## config.mk

```make
export PLATFORM = sky130hd
export DESIGN_NAME = ofs_top
export DESIGN_NICKNAME = d
export VERILOG_FILES = /design/src/hdl/ofs_pkg.sv /design/src/hdl/ofs_sync.sv /design/src/hdl/ofs_chan_limit.sv /design/src/hdl/ofs_top.sv
export SDC_FILE = /design/constraint.sdc
export NUM_CORES = 1
export LEC_CHECK = 0
export BUFFER_PORTS_ARGS = -buffer_cell sky130_fd_sc_hd__buf_4
export CORE_ASPECT_RATIO = 1.4
export CORE_MARGIN = 2
export CORE_UTILIZATION = 45
export CTS_BUF_LIST = sky130_fd_sc_hd__clkbuf_2 sky130_fd_sc_hd__clkbuf_4 sky130_fd_sc_hd__clkbuf_8
export DETAILED_ROUTE_END_ITERATION = 12
export GPL_ROUTABILITY_DRIVEN = 0
export PLACE_DENSITY = 0.68
export SLEW_MARGIN = 30
export SYNTH_ARGS = -nofsm -noshare
export SYNTH_HDL_FRONTEND = slang
export SYNTH_SLANG_ARGS = --single-unit
```

## constraint.sdc

```tcl
create_clock -name clk_sys -period 5 [get_ports clk_sys]
set_input_delay 0.25 -clock clk_sys [delete_from_list [all_inputs] [get_ports clk_sys]]
set_output_delay 0.25 -clock clk_sys [all_outputs]
set_load 0.02 [all_outputs]
```

## src/hdl/ofs_pkg.sv

```systemverilog
// constants and types shared by the overcurrent fault sequencer
package ofs_pkg;

  // =========================================================================
  // clock and timing
  localparam int unsigned CLK_HZ          = 100_000_000;
  localparam int unsigned RETRY_WAIT_MS   = 12;
  localparam int unsigned RETRY_WAIT_CYC  = (CLK_HZ / 1000) * RETRY_WAIT_MS;

  // =========================================================================
  // retry accounting
  localparam int unsigned MAX_ATTEMPTS    = 7;
  localparam logic [2:0]  ATTEMPT_RST     = 3'h0;

  // =========================================================================
  // apb register map
  localparam logic [7:0]  CTRL_OFS        = 8'h00;
  localparam logic [7:0]  STAT_OFS        = 8'h04;
  localparam logic [7:0]  ATTEMPT_OFS     = 8'h08;
  localparam int unsigned CTRL_EN_BIT     = 0;
  localparam int unsigned CTRL_NB_EN_BIT  = 1;
  localparam int unsigned CTRL_PSI_BIT    = 2;
  localparam logic [2:0]  CTRL_RST        = 3'h0;

  // =========================================================================
  // sequencer states
  typedef enum logic [2:0] {
    OFS_OFF      = 3'b000,
    OFS_SOFT     = 3'b001,
    OFS_RUN      = 3'b010,
    OFS_WAIT     = 3'b011,
    OFS_LATCHED  = 3'b100,
    OFS_OPEN     = 3'b101
  } ofs_state_t;

endpackage : ofs_pkg

```

## src/hdl/ofs_sync.sv

```systemverilog
// three-stage synchroniser for a bus of asynchronous comparator flags
`timescale 1ns/10ps
module ofs_sync #(
  parameter int unsigned W = 1
) (
  input  wire logic         clk_sys,
  input  wire logic         rst_b,
  input  wire logic [W-1:0] async_in,
  output logic      [W-1:0] sync_out
);

  typedef struct packed {
    logic [W-1:0] s1;
    logic [W-1:0] s2;
    logic [W-1:0] s3;
    logic [W-1:0] q;
  } ofs_sync_st_t;

  ofs_sync_st_t st_q;
  ofs_sync_st_t st_d;

  // =========================================================================
  // stage logic: a change counts once stages two and three agree
  always_comb begin
    st_d    = st_q;
    st_d.s1 = async_in;
    st_d.s2 = st_q.s1;
    st_d.s3 = st_q.s2;
    for (int i = 0; i < W; i++) begin
      if (st_q.s2[i] == st_q.s3[i]) begin
        st_d.q[i] = st_q.s3[i];
      end
    end
  end

  always_ff @(posedge clk_sys or negedge rst_b) begin
    if (!rst_b) begin
      st_q <= '0;
    end else begin
      st_q <= st_d;
    end
  end

  assign sync_out = st_q.q;

endmodule // ofs_sync

```

## src/hdl/ofs_chan_limit.sv

```systemverilog
// per-channel cycle-by-cycle current limiter for the core phases
`timescale 1ns/10ps
module ofs_chan_limit #(
  parameter int unsigned NCH = 4
) (
  input  wire logic           clk_sys,
  input  wire logic           rst_b,
  input  wire logic [NCH-1:0] pwm_upper_req,
  input  wire logic [NCH-1:0] pwm_lower_req,
  input  wire logic [NCH-1:0] chan_over_limit,
  output logic      [NCH-1:0] upper_lim,
  output logic      [NCH-1:0] lower_lim,
  output logic      [NCH-1:0] limit_active
);

  typedef struct packed {
    logic [NCH-1:0] act;
  } ofs_cl_st_t;

  ofs_cl_st_t st_q;
  ofs_cl_st_t st_d;

  // =========================================================================
  // per channel limiting
  always_comb begin
    st_d     = st_q;
    st_d.act = chan_over_limit;
  end

  always_ff @(posedge clk_sys or negedge rst_b) begin
    if (!rst_b) begin
      st_q <= '0;
    end else begin
      st_q <= st_d;
    end
  end

  genvar g;
  generate
    for (g = 0; g < NCH; g++) begin : g_ch
      assign upper_lim[g] = pwm_upper_req[g] & ~chan_over_limit[g];
      assign lower_lim[g] = pwm_lower_req[g] | chan_over_limit[g];
    end
  endgenerate

  assign limit_active = st_q.act;

endmodule // ofs_chan_limit

```

## src/hdl/ofs_top.sv

```systemverilog
// overcurrent and open-sense fault sequencer with apb status and control
`timescale 1ns/10ps
module ofs_top
  import ofs_pkg::*;
#(
  parameter int unsigned NCH            = 4,
  parameter int unsigned RETRY_WAIT_CNT = RETRY_WAIT_CYC
) (
  input  wire logic           clk_sys,
  input  wire logic           rst_b,
  // apb slave
  input  wire logic           psel,
  input  wire logic           penable,
  input  wire logic           pwrite,
  input  wire logic [7:0]     paddr,
  input  wire logic [31:0]    pwdata,
  output logic      [31:0]    prdata,
  output logic                pready,
  output logic                pslverr,
  // asynchronous comparator flags and status
  input  wire logic           sense_open,
  input  wire logic           core_avg_over_nom,
  input  wire logic           core_avg_over_boost,
  input  wire logic           nb_avg_over_nom,
  input  wire logic           nb_avg_over_boost,
  input  wire logic [NCH-1:0] chan_over_limit,
  input  wire logic           soft_start_done,
  input  wire logic           nb_soft_start_done,
  input  wire logic           volts_in_limits,
  // modulator requests
  input  wire logic [NCH-1:0] pwm_upper_req,
  input  wire logic [NCH-1:0] pwm_lower_req,
  input  wire logic           nb_upper_req,
  input  wire logic           nb_lower_req,
  // power-stage commands
  output logic [1:0]          upper_gate_drive,
  output logic [1:0]          lower_gate_drive,
  output logic                nb_upper_gate_drive,
  output logic                nb_lower_gate_drive,
  output logic                external_phase_three_drive,
  output logic                external_phase_three_oe_b,
  output logic                external_phase_four_drive,
  output logic                external_phase_four_oe_b,
  output logic                power_good_out,
  output logic                power_save_indicator,
  output logic                core_soft_start_req,
  output logic                nb_soft_start_req
);

  localparam int unsigned NFLAG = 8 + NCH;

  typedef struct packed {
    ofs_state_t  core_st;
    ofs_state_t  nb_st;
    logic [31:0] core_wait;
    logic [31:0] nb_wait;
    logic [2:0]  core_att;
    logic [2:0]  nb_att;
    logic        latched;
    logic [2:0]  ctrl;
    logic        pg;
    logic        psi;
    logic [31:0] rdata;
  } ofs_st_t;

  ofs_st_t st_q;
  ofs_st_t st_d;

  logic [NFLAG-1:0] flag_sync;
  logic             s_open;
  logic             s_core_nom;
  logic             s_core_bst;
  logic             s_nb_nom;
  logic             s_nb_bst;
  logic [NCH-1:0]   s_chan;
  logic             s_ss_done;
  logic             s_nb_ss_done;
  logic             s_vok;
  logic [NCH-1:0]   ch_upper;
  logic [NCH-1:0]   ch_lower;
  logic [NCH-1:0]   ch_lim_act;
  logic             en;
  logic             nb_en;
  logic             core_trip;
  logic             nb_trip;
  logic             apb_wr;
  logic             apb_rd;
  logic             core_on;
  logic             nb_on;

  // =========================================================================
  // input synchronisation
  // sync comparator flags
  ofs_sync #(
    .W (NFLAG)
  ) u_sync (
    .clk_sys  (clk_sys),
    .rst_b    (rst_b),
    .async_in ({sense_open, core_avg_over_nom, core_avg_over_boost, nb_avg_over_nom,
                nb_avg_over_boost, chan_over_limit, soft_start_done,
                nb_soft_start_done, volts_in_limits}),
    .sync_out (flag_sync)
  );

  assign {s_open, s_core_nom, s_core_bst, s_nb_nom, s_nb_bst, s_chan,
          s_ss_done, s_nb_ss_done, s_vok} = flag_sync;

  // =========================================================================
  // channel limiter
  ofs_chan_limit #(
    .NCH (NCH)
  ) u_lim (
    .clk_sys         (clk_sys),
    .rst_b           (rst_b),
    .pwm_upper_req   (pwm_upper_req),
    .pwm_lower_req   (pwm_lower_req),
    .chan_over_limit (s_chan),
    .upper_lim       (ch_upper),
    .lower_lim       (ch_lower),
    .limit_active    (ch_lim_act)
  );

  assign en     = st_q.ctrl[CTRL_EN_BIT];
  assign nb_en  = st_q.ctrl[CTRL_NB_EN_BIT];
  assign apb_wr = psel & penable & pwrite;
  assign apb_rd = psel & ~pwrite;

  assign core_trip = (st_q.core_st == OFS_SOFT) ? s_core_bst :
                     (st_q.core_st == OFS_RUN)  ? s_core_nom : 1'b0;
  assign nb_trip   = (st_q.nb_st == OFS_SOFT) ? s_nb_bst :
                     (st_q.nb_st == OFS_RUN)  ? s_nb_nom : 1'b0;

  // =========================================================================
  // sequencer
  always_comb begin
    st_d = st_q;
    // apb control register
    if (apb_wr && paddr == CTRL_OFS) begin
      st_d.ctrl = pwdata[2:0];
    end
    st_d.rdata = 32'h0;
    if (apb_rd) begin
      case (paddr)
        CTRL_OFS:    st_d.rdata = {29'h0, st_q.ctrl};
        STAT_OFS:    st_d.rdata = {14'h0, {(8 - NCH){1'b0}}, ch_lim_act, 1'b0,
                                   st_q.pg, st_q.latched, s_open, st_q.nb_st, st_q.core_st};
        ATTEMPT_OFS: st_d.rdata = {24'h0, 1'b0, st_q.nb_att, 1'b0, st_q.core_att};
        default:     st_d.rdata = 32'h0;
      endcase
    end

    // core rail
    case (st_q.core_st)
      OFS_OFF: begin
        if (en && !st_q.latched) begin
          st_d.core_st = OFS_SOFT;
        end
      end
      OFS_SOFT: begin
        if (core_trip) begin
          st_d.core_st = OFS_WAIT;
          st_d.core_att = st_q.core_att + 3'h1;
          st_d.core_wait = '0;
        end else if (s_ss_done) begin
          st_d.core_st = OFS_RUN;
          st_d.core_att = ATTEMPT_RST;
        end
      end
      OFS_RUN: begin
        if (core_trip) begin
          st_d.core_st = OFS_WAIT;
          st_d.core_att = st_q.core_att + 3'h1;
          st_d.core_wait = '0;
          st_d.psi = 1'b1;
        end
      end
      OFS_WAIT: begin
        if (st_q.core_att >= 3'(MAX_ATTEMPTS)) begin
          st_d.core_st = OFS_LATCHED;
        end else if (st_q.core_wait >= RETRY_WAIT_CNT - 1) begin
          st_d.core_st = en ? OFS_SOFT : OFS_OFF;
        end else begin
          st_d.core_wait = st_q.core_wait + 32'h1;
        end
      end
      OFS_LATCHED: st_d.core_st = OFS_LATCHED;
      OFS_OPEN: begin
        if (!s_open) begin
          st_d.core_st = OFS_OFF;
        end
      end
      default: st_d.core_st = OFS_OFF;
    endcase

    // north-bridge rail
    case (st_q.nb_st)
      OFS_OFF: begin
        if (en && nb_en && !st_q.latched && st_q.core_st != OFS_OPEN) begin
          st_d.nb_st = OFS_SOFT;
        end
      end
      OFS_SOFT: begin
        if (nb_trip) begin
          st_d.nb_st = OFS_WAIT;
          st_d.nb_att = st_q.nb_att + 3'h1;
          st_d.nb_wait = '0;
        end else if (s_nb_ss_done) begin
          st_d.nb_st = OFS_RUN;
          st_d.nb_att = ATTEMPT_RST;
        end
      end
      OFS_RUN: begin
        if (nb_trip) begin
          st_d.nb_st = OFS_WAIT;
          st_d.nb_att = st_q.nb_att + 3'h1;
          st_d.nb_wait = '0;
        end
      end
      OFS_WAIT: begin
        if (st_q.nb_att >= 3'(MAX_ATTEMPTS)) begin
          st_d.nb_st = OFS_LATCHED;
        end else if (st_q.nb_wait >= RETRY_WAIT_CNT - 1) begin
          st_d.nb_st = (en && nb_en) ? OFS_SOFT : OFS_OFF;
        end else begin
          st_d.nb_wait = st_q.nb_wait + 32'h1;
        end
      end
      OFS_LATCHED: st_d.nb_st = OFS_LATCHED;
      default:     st_d.nb_st = OFS_OFF;
    endcase

    if (st_d.core_st == OFS_LATCHED || st_d.nb_st == OFS_LATCHED) begin
      st_d.latched = 1'b1;
      st_d.core_st = OFS_LATCHED;
      st_d.nb_st   = OFS_LATCHED;
    end else if (s_open) begin
      st_d.core_st = OFS_OPEN;
      st_d.nb_st   = OFS_OFF;
    end else if (!en) begin
      st_d.core_st = (st_d.core_st == OFS_OPEN) ? OFS_OPEN : OFS_OFF;
      st_d.nb_st   = OFS_OFF;
    end

    if (st_q.core_st == OFS_RUN && st_d.core_st == OFS_RUN && !st_q.ctrl[CTRL_PSI_BIT]) begin
      st_d.psi = 1'b0;
    end

    st_d.pg = (st_d.core_st == OFS_RUN) && s_vok &&
              (!nb_en || st_d.nb_st == OFS_RUN);
  end

  always_ff @(posedge clk_sys or negedge rst_b) begin
    if (!rst_b) begin
      st_q         <= '0;
      st_q.core_st <= OFS_OFF;
      st_q.nb_st   <= OFS_OFF;
      st_q.ctrl    <= CTRL_RST;
    end else begin
      st_q <= st_d;
    end
  end

  // =========================================================================
  // outputs
  assign core_on = (st_q.core_st == OFS_SOFT) || (st_q.core_st == OFS_RUN);
  assign nb_on   = (st_q.nb_st == OFS_SOFT) || (st_q.nb_st == OFS_RUN);

  // gates low and phases floated off
  // phases three and four float whenever the core rail is off; the indicator gates no phase
  assign upper_gate_drive   = core_on ? ch_upper[1:0] : 2'h0;
  assign lower_gate_drive   = core_on ? ch_lower[1:0] : 2'h0;
  assign nb_upper_gate_drive = nb_on & nb_upper_req;
  assign nb_lower_gate_drive = nb_on & nb_lower_req;
  assign external_phase_three_drive = ch_upper[2 % NCH];
  assign external_phase_four_drive  = ch_upper[3 % NCH];
  assign external_phase_three_oe_b  = ~core_on;
  assign external_phase_four_oe_b   = ~core_on;
  assign power_good_out       = st_q.pg;
  assign power_save_indicator = st_q.psi;
  assign core_soft_start_req  = (st_q.core_st == OFS_SOFT);
  assign nb_soft_start_req    = (st_q.nb_st == OFS_SOFT);
  assign prdata  = st_q.rdata;
  assign pready  = 1'b1;
  assign pslverr = 1'b0;
endmodule // ofs_top

```

Yosys cells after proc, flatten, opt, wreduce, memory -nomap -nowiden
Index checks and enable logic that the tools add are counted.
{ "totals": {"regBits": 166, "input_bits": 67, "output_inout_bits": 48, "word_cells": 171} }
{ "op_classes": {"add_sub_neg": 4, "order_cmp": 4, "n_eq_ne": 39, "mux": 48, "n_bitwise": 17, "reduce_logical": 32} }
{ "op_table": {"columns": ["op", "count"], "rows": [
  ["$mux W32", 6],
  ["$pmux W32 S2", 2],
  ["$add A32 B1 Y32 const B", 2],
  ["$ge A32 B21 Y1 const B", 2],
  ["$mux W3", 20],
  ["$pmux W14 S3", 1],
  ["$eq A3 B2 Y1 const B", 6],
  ["$eq A3 B3 Y1 const B", 6],
  ["$mux W6", 3],
  ["$pmux W3 S6", 1],
  ["$pmux W3 S5", 1],
  ["$mux W14", 1],
  ["$eq A1 B1 Y1", 12],
  ["$ne A2 B2 Y1 const B", 6],
  ["$pmux W3 S2", 2],
  ["$reduce_bool A2 Y1", 6],
  ["$and A1 B1 Y1", 9],
  ["$logic_and A1 B1 Y1", 9],
  ["$mux W1", 9],
  ["$eq A8 B3 Y1 const B", 1],
  ["$eq A8 B4 Y1 const B", 1],
  ["$logic_not A8 Y1", 1],
  ["$reduce_and A4 Y1", 2],
  ["$add A3 B1 Y3 const B", 2],
  ["14 further kinds", 33]
]} }

Longest topological paths before layout
Gate-level depths: netlist of run 1.
{ "logic_depth": {"depth_word": 15, "ltp_mapped": 9, "mapped_depth_nobuf": 7} }

Hierarchy
From an unflattened synthesis of run 1, not the netlist that was laid out.
{ "hier_totals": {"hier_cells": 598, "area_unflattened_um2": 6636.4} }
{ "modules_own_cells": {"columns": ["module", "n_inst", "cells_per_inst", "area_per_inst_um2", "seq_area_each_um2"], "rows": [
  ["ofs_top", 1, 514, 5049.8, 2377.3],
  ["ofs_sync", 1, 72, 1426.4, 1201.2],
  ["ofs_chan_limit", 1, 12, 160.2, 100.1]
]} }

Least setup slack after synthesis of run 1
No wires, ideal clock.
{ "synth_timing": {"path_type": "register to register", "start": "register st_q[41] (netlist name)", "end": "register st_q[95] (netlist name)", "setup_time_ns": 0.078, "arrival_time_ns": 2.235, "t_required_ns": 4.922, "path_slack_ns": 2.686, "path_stages_with_launch": 8, "n_path_buf": 0, "period_less_slack_ns": 2.314, "cell_sequence": "dfrtp_1 > ha_1 > ha_1 > or3b_4 > o31ai_4 > nand3_4 > or4_1 > a21oi_1"} }
{ "synth_via": {"elab_chain_len": 3} }
{ "synth_rtl": {"columns": ["element", "line", "rtl"], "rows": [
  ["from (decl)", "ofs_top.sv:66", "ofs_st_t st_q;"],
  ["from (signal assigned)", "ofs_top.sv:259", "st_q <= st_d;"],
  ["$ge A3 B3 Y1", "ofs_top.sv:178", "if (st_q.core_att >= 3'(MAX_ATTEMPTS)) begin"],
  ["$ne A2 B2 Y1 (no source line)", null, null],
  ["$reduce_and A4 Y1 (no source line)", null, null]
]} }
Every way passes these cells.
A chain may end at the register's enable or synchronous reset.

Final worst setup path of run 1
{ "layout_timing": {"start": "register st_q[59] (netlist name)", "end": "register st_q[54] (netlist name)"} }
{ "layout_via": {"elab_chain_len": 3} }
{ "layout_rtl": {"columns": ["element", "line", "rtl"], "rows": [
  ["$ge A32 B21 Y1", "ofs_top.sv:222", "end else if (st_q.nb_wait >= RETRY_WAIT_CNT - 1) begin"],
  ["$ne A2 B2 Y1 (no source line)", null, null],
  ["$reduce_and A4 Y1 (no source line)", null, null]
]} }
Every way passes these cells.

==> impl_metrics.yaml, run 1 <==
global_route:
  grt_util_all_layers_pct: 17.4
  grt_overflow: 0
  grt_max_degree: 98
  grt_pass1_vias: 4656
  grt_pass1_wl_um: 21300
  antenna_found_initial: 0
timing:
  finalSetupViolations: 0
  finalMaxSlewViolations: 0
  fin_ws_ps: 2270
  rsz0062_at_grt: "false"
  max_slew_margin_pct: 45.0
  fin_worst_skew_ps: 14.0
  setup-tns-final_ps: 0
  worst_pin_slew_ps: 826
  fin_crit_sh_pct: 54.7
  max_freq_mhz: 366
  fin_crit_ps: 2730
  hold_viol: 0
yosys:
  ys_seq_area_share_pct: 57.1
  avgSynthCellArea_sq_um: 11.0
  syn_inst: 586
  synth_flop_cell: "dfrtp_1"
  synth_area_leaders: "dfrtp_1 (57%), buf_4 (4.2%), nor2_1 (3.2%), and2_1 (2.9%), xor2_1 (2.3%)"
  synthArstFlopShare_pct: 100
  synth_top_area_share_pct: 57.1
  yosys.area.top_type: "dfrtp_1"
  syn-cell-area_sq_um: 6440
  synth_commonest_cells: "dfrtp_1 (147), nor2_1 (55), buf_4 (36), nand2_1 (36), and2_1 (30)"
  ys_seq_elements: 147
  synth-edff-count: 0
  ys_types: 67
  yosysWarnings: 0
  synth.most_common_cell: "dfrtp_1"
clock_network:
  ctsHtreeMaxLevel: 4
  root_buffer: "clkbuf_8"
  path_clk_slew_ps: 80
  postCtsSetupRepairBufs: 0
  clkSinkCount: 147
  cts_tree: "yes"
  cts_buffers: 17
  hold_buffers: 15
  cts_resized: 0
  cts_buffer_depth: 2
  clock_latency_ps: 460
setup_path:
  timing.rr.end: "st_q[54]"
  path_max_fanout: 13
  reg2reg_from: "st_q[59]"
  crit_arrival_ps: 3060
  required_ps: 5330
  end_kind: "register"
  worst-r2r-setup-slack_ps: 2270
  start_kind: "register"
  crit_type: "reg -> reg"
  rr_worst_depth: 7
worst_hold_path:
  min_path_cells: 2
  min_to: "en"
  min_path_type: "in -> reg"
  hold_start: "pwdata[0]"
finish:
  area_growth_pct: 15.5
  drive_above_1_share_pct: 17.8
  stdcell_count: 854
  multiInputGateArea_sq_um: 2470
  antenna_cells: 0
  fillers: 1245
  nets: 729
  regArea_sq_um: 3680
place:
  dp_slack_ps: 2270
  place_inst: 807
  dpl.hpwl_um: 8760
  port_buffers: 62
drt:
  ant_nets: 0
  drt-total-wl_um: 12500
  vias: 4478
  wl_per_cell_um: 14.6
  first_pass_iters: 4
  drc: 0
  drt_iter0_markers: 257
  avgViaCountPerCell: 5.24
pwr:
  leakage_nw: 3.46
  power_density_nw_per_um2: 293
  ir_drop_v: 0.000203
floorplanning:
  fp.dieW_um: 105
  core-area_sq_um: 14000
  start_util_pct: 46.1
  io_pins: 115
  core.rowCount: 51
  die_area_sq_um: 15300
  die_height_um: 146
flow_run:
  cap_violations: 0
outcome:
  outcome: "finished, final reports clean"
-- how the worst max path moves through the flow --
| stage | startpoint | slack, ps | endpoint | cells past startpoint |
|---|---|---|---|---|
| after global routing | st_q[59] | 2060 | st_q[54] | 7 |
| after CTS | st_q[59] | 2250 | st_q[54] | 7 |
| after global placement | st_q[59] | 2020 | st_q[62] | 6 |
| after floorplan | st_q[41] | 2690 | st_q[95] | 7 |
| after detailed placement | st_q[59] | 2270 | st_q[54] | 7 |
| final | st_q[59] | 2270 | st_q[54] | 7 |
-- worst max-delay path, cell delays in order, from the launching register on --
cell and delay, ps:
dfrtp_1 460, or4_1 550, a31o_1 230, a2111oi_4 690
buf_4 300, nand3_1 100, xor2_1 200, nor2_1 80
-- cell usage in the layout, fill, tap and decap left out, drive strengths merged, types with 5 or more instances in the layout --
master / n
xor2: 17
dfrtp: 147
o211ai: 6
or4: 8
clkbuf: 19
nor4: 8
or3: 9
and3: 15
dlygate4sd3: 15
nor3: 9
nor2: 55
and2: 30
a21oi: 24
nand4: 14
maj3: 12
nand3: 24
nand2: 36
conb: 21
inv: 20
ha: 6
buf: 66
o21ai: 19
nor3b: 5
nor2b: 9
-- layout make-up --
| cell class | instances | area share, % |
|---|---|---|
| Clock inverter | 13 | 1.61 |
| Timing Repair Buffer | 81 | 8.73 |
| Sequential cell | 147 | 49.4 |
| Clock buffer | 19 | 3.35 |
| Tap cell | 185 | 3.11 |
| Multi-Input combinational cell | 397 | 33.2 |
| Inverter | 12 | 0.605 |
-- power breakdown --
part	total (mW)	internal, mW	leakage, nW	switching, mW
sequential	1.24	1.22	1.92	0.0186
combinational	0.0913	0.0390	1.35	0.0523
clock	0.855	0.373	0.186	0.482
-- per-stage QoR --
| step | power (mW) | util, % | hold WS (ps) | area (sq um) |
|---|---|---|---|---|
| after floorplan | 1.30 | - | -45.6 | 6510 |
| after global placement | 1.34 | 49.5 | 332 | 6910 |
| after detailed placement | 1.34 | 49.5 | 335 | 6920 |
| after CTS | 2.22 | 53.2 | 0.474 | 7440 |
| after global routing | 2.27 | 53.2 | 7.49 | 7440 |
| final | 2.18 | 53.2 | 29.5 | 7440 |
-- state kept, by name (all words and copies together), names as in the netlist, 4 cells and up --
signal	count
u_lim.limit_active	4
u_sync.st_d	24
u_sync.sync_out	12
st_q	78
u_sync.st_q	12
prdata	13
-- layer usage --
| layer | GRT usage, % | vias to the layer above | share of wire [%] |
|---|---|---|---|
| met4 | 8.47 | 0 | 2.3 |
| met5 | 0 | - | 0 |
| met2 | 29.6 | 95 | 51 |
| met3 | 4.52 | 24 | 3.4 |
| li1 | - | 2144 | - |
| met1 | 20.3 | 2215 | 43 |
-- cells by family (layout without fill, tap and decap cells) --
logic type	count (synthesis)	in the layout	synth area share [%]
mux	6	6	0.991
compound gates	86	86	9.40
fa+ha+maj	18	18	3.03
other cells	2	21	0.117
xor+xnor	21	21	2.86
buf+inv	61	125	5.67
flops	147	147	57.1
simple gates	245	245	20.8
(Power assumes the default switching activity.)
==> run 2, diff against run 1 <==
==> constraint.sdc (replaced) <==
create_clock -name clk_sys -period 2.6 [get_ports clk_sys]
set_input_delay 0.13 -clock clk_sys [delete_from_list [all_inputs] [get_ports clk_sys]]
set_output_delay 0.13 -clock clk_sys [all_outputs]
set_load 0.02 [all_outputs]
==> run 2 against run 1 <==
  * Maximum frequency is 7.8% higher
  * Core utilization is 1.2 points higher
  * Total power is 96% higher
  * Worst setup slack worse by 2200 ps
  * Clock skew hardly changed
  * Hold slack better by 20 ps
  * Combinational power is 110% higher
  * Sequential share of layout area is 1.1 points lower
  * Highest routed layer unchanged
==> impl_metrics.yaml, run 2 (synthesis results as in run 1) <==
outcome:
  outcome: "finished, final reports clean"
setup_path:
  required_ps: 2980
  crit_arrival_ps: 2910
  critPathTopFamily: "simple AND/OR/NAND/NOR gates"
  path_common_cell: "buf_4"
  crit_path_max_incr_delay_ps: 510
  start_kind: "register"
  end_kind: "register"
  path_max_fanout: 7
  cp_slowest_cell: "or4_4"
  crit_type: "reg -> reg"
  crit_buf_inv: 2
  crit_chain: "buf_4 -> buf_4 -> and3_1 -> or3b_4 -> o31ai_4 -> nand3_4 -> or4_4 -> a21oi_2"
global_route:
  grt_util_all_layers_pct: 18.0
  grt_pass1_wl_um: 22000
  grt_pass1_vias: 4678
  antenna_found_initial: 0
  grt_overflow: 0
  grt_max_degree: 61
floorplanning:
  core-area_sq_um: 14000
  core.rowCount: 51
  io_pins: 115
  die_height_um: 146
  die_area_sq_um: 15300
  fp.dieW_um: 105
  start_util_pct: 46.1
finish:
  drive_above_1_share_pct: 20.2
  largest_register_ffs: 78
  mostFrequentLayoutCell: "dfrtp_1"
  antenna_cells: 0
  fin_area_sq_um: 7610
  area_growth_pct: 18.2
  top_register: "st_q"
  nets: 744
  layout_common_cells: "dfrtp_1 (147), buf_4 (77), nor2_1 (55)"
  stdcell_count: 868
drt:
  ant_nets: 0
  wl_per_cell_um: 14.8
  drc: 0
  avgViaCountPerCell: 5.24
  drt_iter0_markers: 268
  first_pass_iters: 4
  drt-total-wl_um: 12900
  vias: 4549
place:
  dpl.hpwl_um: 9030
  place_area_sq_um: 7010
  port_buffers: 62
  place_inst: 816
timing:
  hold_viol: 0
  worst_pin_slew_ps: 588
  fin_crit_ps: 2540
  max_slew_margin_pct: 60.4
  finalMaxSlewViolations: 0
  fin_worst_skew_ps: 13.8
  max_freq_mhz: 394
  finalSetupViolations: 0
  setup-tns-final_ps: 0
  fin_crit_sh_pct: 97.6
clock_network:
  path_clk_slew_ps: 80
  cts_buffers: 17
  clkSinkCount: 147
  root_buffer: "clkbuf_8"
  cts_tree: "yes"
  clock_latency_ps: 450
  cts_buffer_depth: 2
  ctsHtreeMaxLevel: 4
pwr:
  power_density_nw_per_um2: 560
  total_power_mw: 4.27
  leakage_nw: 3.54
  ir_drop_v: 0.000397
worst_hold_path:
  min_path_type: "in -> reg"
flow_run:
  cap_violations: 0
run 2: cell count changes in the layout (fill, tap and decap cells not counted), sizes merged:
cell and change:
buf +14, clkinvlp +1, dlygate4sd3 +1, clkinv +1
bufinv +1, inv -4
run 2: layout make-up:
type                            count  area (sq um)
Clock buffer                       19           255
Clock inverter                     12           123
Fill cell                        1190          6360
Inverter                           12          45.0
Multi-Input combinational cell    397          2490
Sequential cell                   147          3680
Tap cell                          185           231
Timing Repair Buffer               96           790
run 2: repair_timing:
| item | CTS | global route |
|---|---|---|
| resized for setup | 0 | 6 |
| hold buffers | 16 | 0 |
| setup buffers | 0 | 5 |
| hold endpoints to repair | 73 | 0 |
| endpoints found under the setup margin | 0 | 8 |
run 2: final timing paths:
kind                                      start              end  slack [ps]  depth (start not counted)
worst max-delay path                   st_q[41]         st_q[93]          60                          8
worst min-delay path                     pwrite        prdata[6]          50                          3
worst max register to register         st_q[41]         st_q[93]          60                          8
worst min register to register  u_sync.st_d[32]  u_sync.st_d[20]         350                          0
max in group asynchronous                 rst_b        prdata[7]        1610                          3
min in group asynchronous                 rst_b         st_q[55]         220                          2
run 2: metal layers:
layer  global-route usage (%)  vias to the layer above  part of all wire, %  wire length (um)
met5                        0                        -                    0                 0
met4                     7.33                        0                  2.0               253
met3                     4.43                       26                  3.6               462
met2                     30.2                       99                   52              6640
met1                     22.1                     2257                   43              5520
li1                         -                     2167                    -                 -
run 2: power by group:
| group | total, mW | switching [mW] | internal, mW |
|---|---|---|---|
| Clock | 1.70 | 0.895 | 0.803 |
| Sequential | 2.38 | 0.0355 | 2.34 |
| Combinational | 0.193 | 0.106 | 0.0867 |
| Total | 4.27 | 1.04 | 3.23 |
run 2: stage by stage:
step                      hold WS, ps  util, %  worst slack [ps]
after global routing             66.1     54.5             -12.7
after CTS                        29.5     54.0              72.1
final                            49.9     54.5              62.7
after global placement            135     50.2               160
after floorplan                  -166        -               286
after detailed placement          141     50.2              86.3
run 2: worst min-delay path: cells and delay by family:
family                 cells  cell delay (ps)
and+or+nand+nor            2              240
buffers and inverters      1               80
